--- src/oag_map.svh ---
// Constants of the operand address generator
`ifndef OAG_MAP_SVH
`define OAG_MAP_SVH

// ----------------------------------------
// Prefix bytes
// ----------------------------------------
`define OAG_PFX_ALT      8'h90
`define OAG_PFX_IND      8'h92
`define OAG_PFX_IND_Y    8'h91

// ----------------------------------------
// Opcode classes, high nibble
// ----------------------------------------
`define OAG_CL_BITREL    4'h0
`define OAG_CL_BIT       4'h1
`define OAG_CL_REL       4'h2
`define OAG_CL_MEM_DIR   4'h3
`define OAG_CL_MEM_IDXS  4'h6
`define OAG_CL_MEM_IDX0  4'h7
`define OAG_CL_IMM       4'hA
`define OAG_CL_DIR_S     4'hB
`define OAG_CL_DIR_L     4'hC
`define OAG_CL_IDX_L     4'hD
`define OAG_CL_IDX_S     4'hE
`define OAG_CL_IDX_0     4'hF

// ----------------------------------------
// Address space and lengths
// ----------------------------------------
`define OAG_PAGE0_HI     8'h00
`define OAG_IDXS_MAX     16'h01FE
`define OAG_LEN_OPC      3'h1
`define OAG_PTR_WORD     2'h2
`define OAG_PTR_BYTE     2'h1

`endif

--- src/oag_pkg.sv ---
// Types of the operand address generator
package oag_pkg;

    typedef enum logic [4:0] {
        OAG_INH      = 5'b00000,
        OAG_IMM      = 5'b00001,
        OAG_DIR_S    = 5'b00010,
        OAG_DIR_L    = 5'b00011,
        OAG_IDX_0    = 5'b00100,
        OAG_IDX_S    = 5'b00101,
        OAG_IDX_L    = 5'b00110,
        OAG_IND_S    = 5'b00111,
        OAG_IND_L    = 5'b01000,
        OAG_IDXIND_S = 5'b01001,
        OAG_IDXIND_L = 5'b01010,
        OAG_REL_D    = 5'b01011,
        OAG_REL_I    = 5'b01100,
        OAG_BIT_D    = 5'b01101,
        OAG_BIT_I    = 5'b01110,
        OAG_BITREL_D = 5'b01111,
        OAG_BITREL_I = 5'b10000
    } oag_mode_e;

    typedef enum logic [2:0] {
        ST_IDLE     = 3'b000,
        ST_OPC      = 3'b001,
        ST_OPND     = 3'b010,
        ST_PTR_REQ  = 3'b011,
        ST_PTR_WAIT = 3'b100,
        ST_CALC     = 3'b101
    } oag_state_e;

    typedef logic [15:0] oag_addr_t;

endpackage

--- src/oag_mode_decode.sv ---
// Opcode to addressing mode decoder
`timescale 1ns/10ps
`include "oag_map.svh"

module oag_mode_decode (
    // Instruction byte and prefixes
    input  wire logic [7:0]        opcode,
    input  wire logic              pfx_alt,
    input  wire logic              pfx_ind,
    input  wire logic              pfx_ind_y,
    // Decoded mode
    output oag_pkg::oag_mode_e     mode,
    output logic      [1:0]        extra,
    output logic                   use_y,
    output logic                   short_only
);

    logic ind;

    always_comb begin
        ind        = pfx_ind | pfx_ind_y;
        use_y      = pfx_alt | pfx_ind_y;
        short_only = 1'b0;
        case (opcode[7:4])
            `OAG_CL_BITREL: begin
                mode       = ind ? oag_pkg::OAG_BITREL_I : oag_pkg::OAG_BITREL_D;
                short_only = 1'b1;
            end
            `OAG_CL_BIT: begin
                mode       = ind ? oag_pkg::OAG_BIT_I : oag_pkg::OAG_BIT_D;
                short_only = 1'b1;
            end
            `OAG_CL_REL:      mode = ind ? oag_pkg::OAG_REL_I : oag_pkg::OAG_REL_D;
            `OAG_CL_MEM_DIR: begin
                mode       = ind ? oag_pkg::OAG_IND_S : oag_pkg::OAG_DIR_S;
                short_only = 1'b1;
            end
            `OAG_CL_MEM_IDXS: begin
                mode       = ind ? oag_pkg::OAG_IDXIND_S : oag_pkg::OAG_IDX_S;
                short_only = 1'b1;
            end
            `OAG_CL_MEM_IDX0: begin
                mode       = oag_pkg::OAG_IDX_0;
                short_only = 1'b1;
            end
            `OAG_CL_IMM:      mode = oag_pkg::OAG_IMM;
            `OAG_CL_DIR_S:    mode = ind ? oag_pkg::OAG_IND_S : oag_pkg::OAG_DIR_S;
            `OAG_CL_DIR_L:    mode = ind ? oag_pkg::OAG_IND_L : oag_pkg::OAG_DIR_L;
            `OAG_CL_IDX_L:    mode = ind ? oag_pkg::OAG_IDXIND_L : oag_pkg::OAG_IDX_L;
            `OAG_CL_IDX_S:    mode = ind ? oag_pkg::OAG_IDXIND_S : oag_pkg::OAG_IDX_S;
            `OAG_CL_IDX_0:    mode = oag_pkg::OAG_IDX_0;
            default:          mode = oag_pkg::OAG_INH;
        endcase
    end

    // Bytes after the opcode
    always_comb begin
        case (mode)
            oag_pkg::OAG_INH, oag_pkg::OAG_IDX_0:           extra = 2'd0;
            oag_pkg::OAG_DIR_L, oag_pkg::OAG_IDX_L,
            oag_pkg::OAG_BITREL_D, oag_pkg::OAG_BITREL_I:   extra = 2'd2;
            default:                                        extra = 2'd1;
        endcase
    end

endmodule

--- src/oag_core.sv ---
// Operand effective address generator
`timescale 1ns/10ps
`include "oag_map.svh"
// Operation
// - Seventeen addressing modes in seven groups are decoded.
// - Short forms reach page zero, short indexed up to 1FE; long forms reach 64 Kbyte.
// - Memory-to-memory instructions decode to short forms only.
// - Inherent instructions are one opcode byte, no operand bytes.
// - Immediate takes the byte after the opcode as the value.
// - Short direct uses one byte as page-zero address.
// - Long direct uses two bytes as a 16-bit address.
// - Indexed adds index and offset unsigned, no sign extension.
// - No-offset indexed uses the index alone; Y costs a prefix byte.
// - Short indexed adds one offset byte, reaching up to 1FE.
// - Long indexed adds a two-byte offset across 64 Kbyte.
// - Indirect reads the operand address from a page-zero pointer.
// - Short indirect reads one pointer byte as page-zero address.
// - Long indirect reads a two-byte pointer as 16-bit address.
// - Relative target is from PC of the next instruction, -128..+127.
// - Relative offset is an 8-bit signed two's complement value.
// - Indirect indexed adds the index to the read pointer, unsigned.
// - Prefix 90 selects the secondary index register.

module oag_core (
    // Clock and reset
    input  wire logic                clk,
    input  wire logic                reset,
    // Instruction byte stream
    input  wire logic                fetch_valid,
    input  wire logic [7:0]          fetch_byte,
    input  wire logic [15:0]         fetch_pc,
    // Index registers
    input  wire logic [7:0]          idx_x,
    input  wire logic [7:0]          idx_y,
    // Pointer read port
    output logic                     mem_rd_req,
    output logic [15:0]              mem_rd_addr,
    input  wire logic                mem_rd_valid,
    input  wire logic [7:0]          mem_rd_data,
    // Result
    output logic                     addr_valid,
    output oag_pkg::oag_mode_e       mode_out,
    output logic [15:0]              operand_addr,
    output logic [7:0]               operand_value,
    output logic [15:0]              jump_target,
    output logic [2:0]               bit_number,
    output logic [2:0]               instr_len,
    output logic                     use_y_out,
    output logic                     short_only_out
);

    oag_pkg::oag_state_e state;
    oag_pkg::oag_mode_e  mode;
    oag_pkg::oag_mode_e  dec_mode;
    logic [1:0]          dec_extra;
    logic                dec_use_y;
    logic                dec_short;
    logic                pfx_alt;
    logic                pfx_ind;
    logic                pfx_ind_y;
    logic                had_pfx;
    logic [1:0]          extra;
    logic [1:0]          cnt;
    logic [1:0]          ptr_need;
    logic [1:0]          ptr_cnt;
    logic                use_y;
    logic                short_only;
    logic [2:0]          bit_sel;
    logic [15:0]         start_pc;
    logic [7:0]          opnd [0:1];
    logic [7:0]          ptr  [0:1];
    logic                is_pfx;
    logic                take_opc;
    logic                last_opnd;
    logic                indirect;
    logic [2:0]          len;
    logic [15:0]         pc_next;
    logic [15:0]         idx;
    logic [15:0]         ptr_word;
    logic [15:0]         next_addr;
    logic [15:0]         next_target;
    logic [7:0]          rel_off;

    // ----------------------------------------
    // Decode
    // ----------------------------------------
    oag_mode_decode oag_mode_decode_i (.opcode(fetch_byte), .pfx_alt(pfx_alt), .pfx_ind(pfx_ind),
        .pfx_ind_y(pfx_ind_y), .mode(dec_mode), .extra(dec_extra), .use_y(dec_use_y), .short_only(dec_short));

    assign is_pfx    = fetch_byte inside {`OAG_PFX_ALT, `OAG_PFX_IND, `OAG_PFX_IND_Y};
    assign take_opc  = fetch_valid && ((state == oag_pkg::ST_OPC) ||
                       ((state == oag_pkg::ST_IDLE) && !is_pfx));
    assign last_opnd = (state == oag_pkg::ST_OPND) && fetch_valid && (cnt == extra - 2'd1);
    assign indirect  = mode inside {oag_pkg::OAG_IND_S, oag_pkg::OAG_IND_L, oag_pkg::OAG_IDXIND_S,
                       oag_pkg::OAG_IDXIND_L, oag_pkg::OAG_REL_I, oag_pkg::OAG_BIT_I,
                       oag_pkg::OAG_BITREL_I};
    assign len       = `OAG_LEN_OPC + {2'b00, had_pfx} + {1'b0, extra};

    // ----------------------------------------
    // Prefix capture and sequencer
    // ----------------------------------------
    always_ff @(posedge clk) begin
        if (reset || take_opc) begin
            pfx_alt   <= 1'b0;
            pfx_ind   <= 1'b0;
            pfx_ind_y <= 1'b0;
        end else if ((state == oag_pkg::ST_IDLE) && fetch_valid && is_pfx) begin
            pfx_alt   <= (fetch_byte == `OAG_PFX_ALT);
            pfx_ind   <= (fetch_byte == `OAG_PFX_IND);
            pfx_ind_y <= (fetch_byte == `OAG_PFX_IND_Y);
        end
    end

    always_ff @(posedge clk) begin
        if (reset) begin
            state      <= oag_pkg::ST_IDLE;
            mode       <= oag_pkg::OAG_INH;
            extra      <= 2'd0;
            cnt        <= 2'd0;
            ptr_cnt    <= 2'd0;
            ptr_need   <= 2'd0;
            had_pfx    <= 1'b0;
            use_y      <= 1'b0;
            short_only <= 1'b0;
            bit_sel    <= 3'd0;
            start_pc   <= 16'h0000;
            mem_rd_req <= 1'b0;
            mem_rd_addr <= 16'h0000;
        end else begin
            mem_rd_req <= 1'b0;
            case (state)
                oag_pkg::ST_IDLE, oag_pkg::ST_OPC: begin
                    if (fetch_valid && (state == oag_pkg::ST_IDLE)) begin
                        start_pc <= fetch_pc;
                        had_pfx  <= is_pfx;
                    end
                    if (take_opc) begin
                        mode       <= dec_mode;
                        extra      <= dec_extra;
                        use_y      <= dec_use_y;
                        short_only <= dec_short;
                        bit_sel    <= fetch_byte[3:1];
                        cnt        <= 2'd0;
                        ptr_cnt    <= 2'd0;
                        ptr_need   <= ((dec_mode == oag_pkg::OAG_IND_L) || (dec_mode == oag_pkg::OAG_IDXIND_L)) ?
                                      `OAG_PTR_WORD : `OAG_PTR_BYTE;
                        state      <= (dec_extra == 2'd0) ? oag_pkg::ST_CALC : oag_pkg::ST_OPND;
                    end else if (fetch_valid) begin
                        state <= oag_pkg::ST_OPC;
                    end
                end
                oag_pkg::ST_OPND: begin
                    if (fetch_valid) begin
                        cnt <= cnt + 2'd1;
                        if (last_opnd) begin
                            state <= indirect ? oag_pkg::ST_PTR_REQ : oag_pkg::ST_CALC;
                        end
                    end
                end
                oag_pkg::ST_PTR_REQ: begin
                    mem_rd_req  <= 1'b1;
                    mem_rd_addr <= {`OAG_PAGE0_HI, opnd[0] + {6'd0, ptr_cnt}};
                    state       <= oag_pkg::ST_PTR_WAIT;
                end
                oag_pkg::ST_PTR_WAIT: begin
                    if (mem_rd_valid) begin
                        ptr_cnt <= ptr_cnt + 2'd1;
                        state   <= (ptr_cnt + 2'd1 == ptr_need) ? oag_pkg::ST_CALC : oag_pkg::ST_PTR_REQ;
                    end
                end
                default:          state <= oag_pkg::ST_IDLE;
            endcase
        end
    end

    genvar g;
    generate
        for (g = 0; g < 2; g++) begin : g_byte
            always_ff @(posedge clk) begin
                if (reset) begin
                    opnd[g] <= 8'h00;
                    ptr[g]  <= 8'h00;
                end else begin
                    if ((state == oag_pkg::ST_OPND) && fetch_valid && (cnt == 2'(g))) opnd[g] <= fetch_byte;
                    if ((state == oag_pkg::ST_PTR_WAIT) && mem_rd_valid && (ptr_cnt == 2'(g))) ptr[g] <= mem_rd_data;
                end
            end
        end
    endgenerate

    // ----------------------------------------
    // Address arithmetic and result
    // ----------------------------------------
    always_comb begin
        idx      = {8'h00, use_y ? idx_y : idx_x};
        ptr_word = (ptr_need == `OAG_PTR_WORD) ? {ptr[0], ptr[1]} : {`OAG_PAGE0_HI, ptr[0]};
        pc_next  = start_pc + {13'd0, len};
        case (mode)
            oag_pkg::OAG_DIR_S, oag_pkg::OAG_BIT_D,
            oag_pkg::OAG_BITREL_D:  next_addr = {`OAG_PAGE0_HI, opnd[0]};
            oag_pkg::OAG_DIR_L:     next_addr = {opnd[0], opnd[1]};
            oag_pkg::OAG_IDX_0:     next_addr = idx;
            oag_pkg::OAG_IDX_S:     next_addr = {`OAG_PAGE0_HI, opnd[0]} + idx;
            oag_pkg::OAG_IDX_L:     next_addr = {opnd[0], opnd[1]} + idx;
            oag_pkg::OAG_IND_S, oag_pkg::OAG_IND_L,
            oag_pkg::OAG_BIT_I, oag_pkg::OAG_BITREL_I: next_addr = ptr_word;
            oag_pkg::OAG_IDXIND_S, oag_pkg::OAG_IDXIND_L: next_addr = ptr_word + idx;
            default:                next_addr = 16'h0000;
        endcase
        case (mode)
            oag_pkg::OAG_REL_I:                             rel_off = ptr[0];
            oag_pkg::OAG_BITREL_D, oag_pkg::OAG_BITREL_I:   rel_off = opnd[1];
            default:                                        rel_off = opnd[0];
        endcase
        next_target = pc_next + {{8{rel_off[7]}}, rel_off};
    end

    always_ff @(posedge clk) begin
        if (reset) begin
            addr_valid     <= 1'b0;
            mode_out       <= oag_pkg::OAG_INH;
            operand_addr   <= 16'h0000;
            operand_value  <= 8'h00;
            jump_target    <= 16'h0000;
            bit_number     <= 3'd0;
            instr_len      <= 3'd0;
            use_y_out      <= 1'b0;
            short_only_out <= 1'b0;
        end else begin
            addr_valid <= (state == oag_pkg::ST_CALC);
            if (state == oag_pkg::ST_CALC) begin
                mode_out       <= mode;
                operand_addr   <= next_addr;
                operand_value  <= opnd[0];
                jump_target    <= next_target;
                bit_number     <= bit_sel;
                instr_len      <= len;
                use_y_out      <= use_y;
                short_only_out <= short_only;
            end
        end
    end
endmodule

--- config.mk ---
export PLATFORM = sky130hd
export DESIGN_NAME = oag_core
export DESIGN_NICKNAME = d
export VERILOG_FILES = /design/src/oag_pkg.sv /design/src/oag_mode_decode.sv /design/src/oag_core.sv
export VERILOG_INCLUDE_DIRS = /design/src /design/src/src
export SDC_FILE = /design/constraint.sdc
export NUM_CORES = 1
export LEC_CHECK = 0
export BUFFER_PORTS_ARGS = -buffer_cell sky130_fd_sc_hd__clkbuf_2
export CAP_MARGIN = 10
export CORE_MARGIN = 5
export CORE_UTILIZATION = 45
export CTS_CLUSTER_DIAMETER = 50
export CTS_CLUSTER_SIZE = 8
export DETAILED_ROUTE_END_ITERATION = 6
export PLACE_DENSITY = 0.7
export SKIP_CTS_REPAIR_TIMING = 1
export SYNTH_ARGS = -nofsm -noshare
export SYNTH_HDL_FRONTEND = slang
export SYNTH_SLANG_ARGS = --single-unit
--- constraint.sdc ---
create_clock -name clk -period 6.32 [get_ports clk]
set_clock_uncertainty 0.15 [all_clocks]
set_input_delay 1.264 -clock clk [delete_from_list [all_inputs] [get_ports clk]]
set_output_delay 1.264 -clock clk [all_outputs]
set_load 0.01 [all_outputs]
# After elaboration in Yosys (flattened, before gate mapping)
# Memories as Yosys holds them, arrays and structs flattened.
# Cells that the tools add are included.
[word_totals] ff_bits=104 ramBits=32 inputBits=52 output_inout_bits=71 elab_cells=183 n_memories=2
[classes] n_addsub=11 n_eq_ne=50 mux=48 bitwise_logic=6 n_reduce_logical=41
[memory_table] name="opnd" words=2 word_bits=8 rd=2 rd_ports_with_merged_regs=0 wr=2 line="oag_core.sv:70" source="logic [7:0] opnd [0:1];"
[memory_table] name="ptr" words=2 word_bits=8 rd=2 rd_ports_with_merged_regs=0 wr=2 line="oag_core.sv:71" source="logic [7:0] ptr [0:1];"
[op_table] op="$pmux W16 S7" count=1
[op_table] op="$eq A5 B4 Y1 const B" count=10
[op_table] op="$pmux W5 S9" count=1
[op_table] op="$mux W8" count=5
[op_table] op="$add A16 B8 Y16" count=2
[op_table] op="$eq A5 B3 Y1 const B" count=6
[op_table] op="$mux W3" count=10
[op_table] op="$eq A4 B4 Y1 const B" count=6
[op_table] op="$eq A8 B8 Y1 const B" count=3
[op_table] op="$add A16 B16 Y16" count=1
[op_table] op="$add A16 B3 Y16" count=1
[op_table] op="$mux W1" count=16
[op_table] op="$mux W16" count=1
[op_table] op="$pmux W8 S2" count=1
[op_table] op="$eq A5 B2 Y1 const B" count=3
[op_table] op="$reduce_or A2 Y1" count=7
[op_table] op="$mux W4" count=3
[op_table] op="$pmux W2 S2" count=3
[op_table] op="$pmux W3 S4" count=1
[op_table] op="$logic_and A1 B1 Y1" count=11
[op_table] op="$eq A5 B5 Y1 const B" count=2
[op_table] op="$mux W2" count=5
[op_table] op="$add A8 B8 Y9" count=1
[op_table] op="$add A8 B2 Y8" count=1
[op_table] op="32 further kinds" count=55

# Depth between registers and ports, before layout
[logic_depth] word_depth=10 mapped_depth=15 depth_no_buf=15

# Cells and area by module
# A second synthesis with hierarchy kept.
[hier_totals] cells_unflattened=1004 hier_area_um2=8577.0
[by_module_without_submodules] mod="oag_core" instances=1 cells_per_inst=966 area_per_inst_um2=8329.2 seq_area_each_um2=3042.9
[by_module_without_submodules] mod="oag_mode_decode" instances=1 cells_per_inst=38 area_per_inst_um2=247.7 seq_area_each_um2=0.0

# Worst setup path before layout
# Ideal clock, no wire load.
[synth_timing] path_type="register to register" from="register mode[4]" to="register jump_target[15]" setup_ns=0.128 arrival_time_ns=3.675 required_time_ns=6.042 path_slack_ns=2.367 path_stages_with_launch=16 n_path_buf=1 synth_period_minus_slack_ns=3.953 path_cell_list="dfxtp_1 -> buf_2 -> nor3b_1 -> o2bb2ai_1 -> a22o_1 -> a21oi_1 -> fa_1 -> inv_1 -> ha_1 -> fa_1 -> a211oi_1 -> o21ai_0 -> a2111oi_0 -> nor2_1 -> nand3_1 -> o211ai_1"
[synth_between] elab_chain_len=4 elab_cells_between_ends=6 classes_between="1 x add/sub; 3 x eq/ne; 1 x mux; 1 x reduce/logical"
[synth_rtl] item="start, declared" line="oag_core.sv:53" source="oag_pkg::oag_mode_e mode;"
[synth_rtl] item="start signal, assigned" line="oag_core.sv:117" source="mode <= oag_pkg::OAG_INH;"
[synth_rtl] item="start signal, assigned" line="oag_core.sv:138" source="mode <= dec_mode;"
[synth_rtl] item="$eq A5 B5 Y1 or $eq A5 B4 Y1 (tied branches)" line="oag_core.sv:210" source="case (mode)"
[synth_rtl] item="$reduce_or A2 Y1" line="oag_core.sv:210"
[synth_rtl] item="$pmux W8 S2 *" line="oag_core.sv:210"
[synth_rtl] item="$add A16 B16 Y16 *" line="oag_core.sv:215" source="next_target = pc_next + {{8{rel_off[7]}}, rel_off};"
[synth_rtl] item="end signal, assigned" line="oag_core.sv:235" source="jump_target <= next_target;"
[synth_rtl] item="end, declared" line="oag_core.sv:45" source="output logic [15:0] jump_target,"
# Mark *: on every way between the ends. The rest lies on a longest branch, timed or not.
# A chain may end at the register's enable or synchronous reset.

# Final worst setup path
[layout_timing] from="register mode[0]" to="register jump_target[15]"
# The elaborated chain is that of the path after synthesis.

==> results.json <==
{
  "io_pins": 123,
  "grt_antenna_before_repair": 0,
  "netlist.area_leader.share_pct": 24.1,
  "worst-setup-path-type": "register to register",
  "timing.hold.ws_ns": 0.305,
  "hpwlAfterDp_um": 18200,
  "die-area_sq_um": 22100,
  "crit_arrival_ns": 5.03,
  "numClockSinks": 136,
  "final_common_cell": "sky130_fd_sc_hd__nand2_1",
  "ys_seq_area_share_pct": 35.2,
  "syn2layout_area_growth_pct": 13.4,
  "routedWlPerCell_um": 18.0,
  "width_of_the_die_um": 149,
  "leak_nw": 3.84,
  "max_cap_violations": 0,
  "cts.reportedPaths.clkPinSlew_ns": 0.06,
  "postSynthCellCount": 1048,
  "p_per_area_nw_per_um2": 249,
  "library_cells_used_by_synthesis": 80,
  "synthFlopType": "sky130_fd_sc_hd__dfxtp_1",
  "antennaDiodeCount": 0,
  "maxSlewViolCount": 0,
  "std_cell_rows": 50,
  "clock_tree_from_tritoncts": "built",
  "post-route-drc-count": 0,
  "die_h_um": 149,
  "core-area_sq_um": 18800,
  "clock_insertion_delay_worst_skew_ns": 0.44,
  "setup.worst_path.start_class": "register",
  "peakVddDrop_uv": 199,
  "gp_congestion": 0.927,
  "timing.setup.tns_ns": 0,
  "via_count_of_the_first_global_routing_pass": 7322,
  "route.final.wire_length_um": 25000,
  "syn_avg_cell_area_sq_um": 8.24,
  "status": "finished clean",
  "drt.antenna.violating_nets": 0,
  "finalCritPeriodShare_pct": 76.3,
  "post_synth_main_area_contributors": "sky130_fd_sc_hd__dfxtp_1 24%, sky130_fd_sc_hd__edfxtp_1 11%, sky130_fd_sc_hd__nand2_1 7.7%",
  "dp_cells": 1358,
  "root_buffer": "sky130_fd_sc_hd__clkbuf_16",
  "first_iter_violations": 650,
  "worstPathRequired_ns": 6.53,
  "cts-root-to-sink-buffers": 2,
  "setup_viol": 0,
  "most_used_cells_in_the_layout_excluding_fill_and_tap_cells": "177 x sky130_fd_sc_hd__nand2_1, 113 x sky130_fd_sc_hd__clkbuf_2, 104 x sky130_fd_sc_hd__dfxtp_1",
  "async_reset_ff_share_pct": 0,
  "post-synth-top-area-cell": "sky130_fd_sc_hd__dfxtp_1",
  "slew_at_the_pin_closest_to_its_max_slew_limit_ns": 1.15,
  "grt.total_usage_pct": 22.4,
  "max_slew_margin_pct": 23.0,
  "finalCriticalPeriod_ns": 4.82,
  "rsz0062_at_grt": "false",
  "vias_per_cell": 5.73,
  "ys.warnings.count": 0,
  "ratio_of_cells_with_drive_above_1_in_the_final_layout_pct": 16.0,
  "hold_path.class": "register to register",
  "grt_pass1_wl_um": 39500,
  "numCtsBuffers": 17,
  "cts.htree.levels": 4,
  "via_count": 7967,
  "grt_max_degree": 83,
  "drtPass1Iterations": 5,
  "path_max_fanout": 18,
  "clock.fmax_ghz": 0.207,
  "finish.net_count": 1226,
  "crit_path_end_kind": "register",
  "fin_cells": 1390,
  "synth_edf_count": 32,
  "synth.ff_latch_count": 136,
  "synthesis.area_sq_um": 8640,
  "share_of_the_core_filled_with_cells_in_the_final_layout_pct": 52.0,
  "initial_core_util_pct": 45.9,
  "grt_overflow": 0,
  "io_buffer_count": 114,
  "finalHoldViolCount": 0
}
through the flow:
step / setup WS, ns / total power, mW / area, sq um
after floorplan: 2.37 / 1.37 / 8660
after global placement: 1.74 / 1.48 / 9230
after detailed placement: 1.61 / 1.49 / 9230
after CTS: 1.58 / 2.44 / 9800
after global routing: 1.08 / 2.55 / 9800
final: 1.50 / 2.44 / 9800
state kept, by name, indices dropped and copies added (netlist names), 2 cells and up:
name           cells
bit_number         3
bit_sel            3
cnt                2
extra              2
instr_len          3
jump_target       16
mem_rd_addr        8
mode               5
mode_out           5
operand_addr      16
operand_value      8
opnd              16
ptr               16
ptr_cnt            2
ptr_need           2
start_pc          16
state              3
cells in the mapped netlist (10+ instances only):
cell type	n
sky130_fd_sc_hd__nand2_1	177
sky130_fd_sc_hd__dfxtp_1	104
sky130_fd_sc_hd__a21oi_1	102
sky130_fd_sc_hd__nor2_1	69
sky130_fd_sc_hd__o21ai_0	53
sky130_fd_sc_hd__ha_1	50
sky130_fd_sc_hd__clkbuf_1	39
sky130_fd_sc_hd__and2_1	36
sky130_fd_sc_hd__edfxtp_1	32
sky130_fd_sc_hd__nand3_1	29
sky130_fd_sc_hd__a211oi_1	26
sky130_fd_sc_hd__nor3_1	25
sky130_fd_sc_hd__inv_1	22
sky130_fd_sc_hd__xnor2_1	22
sky130_fd_sc_hd__a22oi_1	20
sky130_fd_sc_hd__buf_2	16
sky130_fd_sc_hd__buf_4	13
sky130_fd_sc_hd__mux2i_1	13
sky130_fd_sc_hd__mux2_2	11
sky130_fd_sc_hd__o21a_1	10
sky130_fd_sc_hd__xor2_1	10
where the power goes:
| part | total [mW] | switching, mW | internal, mW |
|---|---|---|---|
| combinational | 0.482 | 0.291 | 0.191 |
| sequential | 0.999 | 0.0697 | 0.929 |
| clock | 0.956 | 0.421 | 0.536 |
| total | 2.44 | 0.782 | 1.66 |
routing by layer:
| metal | vias to the layer above | part of all wire [%] | GRT usage [%] |
|---|---|---|---|
| met1 | 3697 | 44 | 30.6 |
| li1 | 3902 | - | - |
| met4 | 0 | 3.2 | 9.19 |
| met2 | 308 | 46 | 35.0 |
| met3 | 60 | 7.6 | 4.33 |
| met5 | - | 0 | 0 |
kinds of logic after synthesis:
logic type | after synthesis | synth area share, %
simple gates | 396 | 21.6
compound gates | 302 | 22.7
flops | 136 | 35.2
buf+inv | 100 | 5.32
fa+ha+maj | 57 | 8.87
xor+xnor | 32 | 3.25
mux | 24 | 2.94
other cells | 1 | 0.0434
cell type report:
| type | instances | area, sq um |
|---|---|---|
| multi-input cells | 819 | 5160 |
| flip-flops and latches | 136 | 3040 |
| clock buffers | 19 | 454 |
| clock inverters | 13 | 110 |
| inverters | 23 | 86.3 |
| well taps | 260 | 325 |
| repair buffers | 120 | 618 |
| fillers | 1760 | 9030 |
critical path, cell delays in order, from the launching register on:
cell and delay (ns):
sky130_fd_sc_hd__dfxtp_1 0.76, sky130_fd_sc_hd__nor2_1 0.23, sky130_fd_sc_hd__o2bb2ai_1 0.33, sky130_fd_sc_hd__nor2_1 0.39, sky130_fd_sc_hd__a21oi_1 0.15, sky130_fd_sc_hd__fa_1 0.52, sky130_fd_sc_hd__inv_1 0.05, sky130_fd_sc_hd__ha_1 0.23
sky130_fd_sc_hd__fa_1 0.43, sky130_fd_sc_hd__a211oi_1 0.39, sky130_fd_sc_hd__o21ai_0 0.24, sky130_fd_sc_hd__a2111oi_0 0.54, sky130_fd_sc_hd__o21ai_0 0.16, sky130_fd_sc_hd__o211ai_1 0.17
worst paths after layout:
kind	from	endpoint	slack [ns]	cells past startpoint
setup / recovery	mode[0]	jump_target[15]	1.50	13
hold / removal	jump_target[1]	jump_target[1]	0.31	2
setup reg to reg	mode[0]	jump_target[15]	1.50	13
hold reg to reg	jump_target[1]	jump_target[1]	0.31	2
No activity file was read; power rests on OpenSTA's default activity.
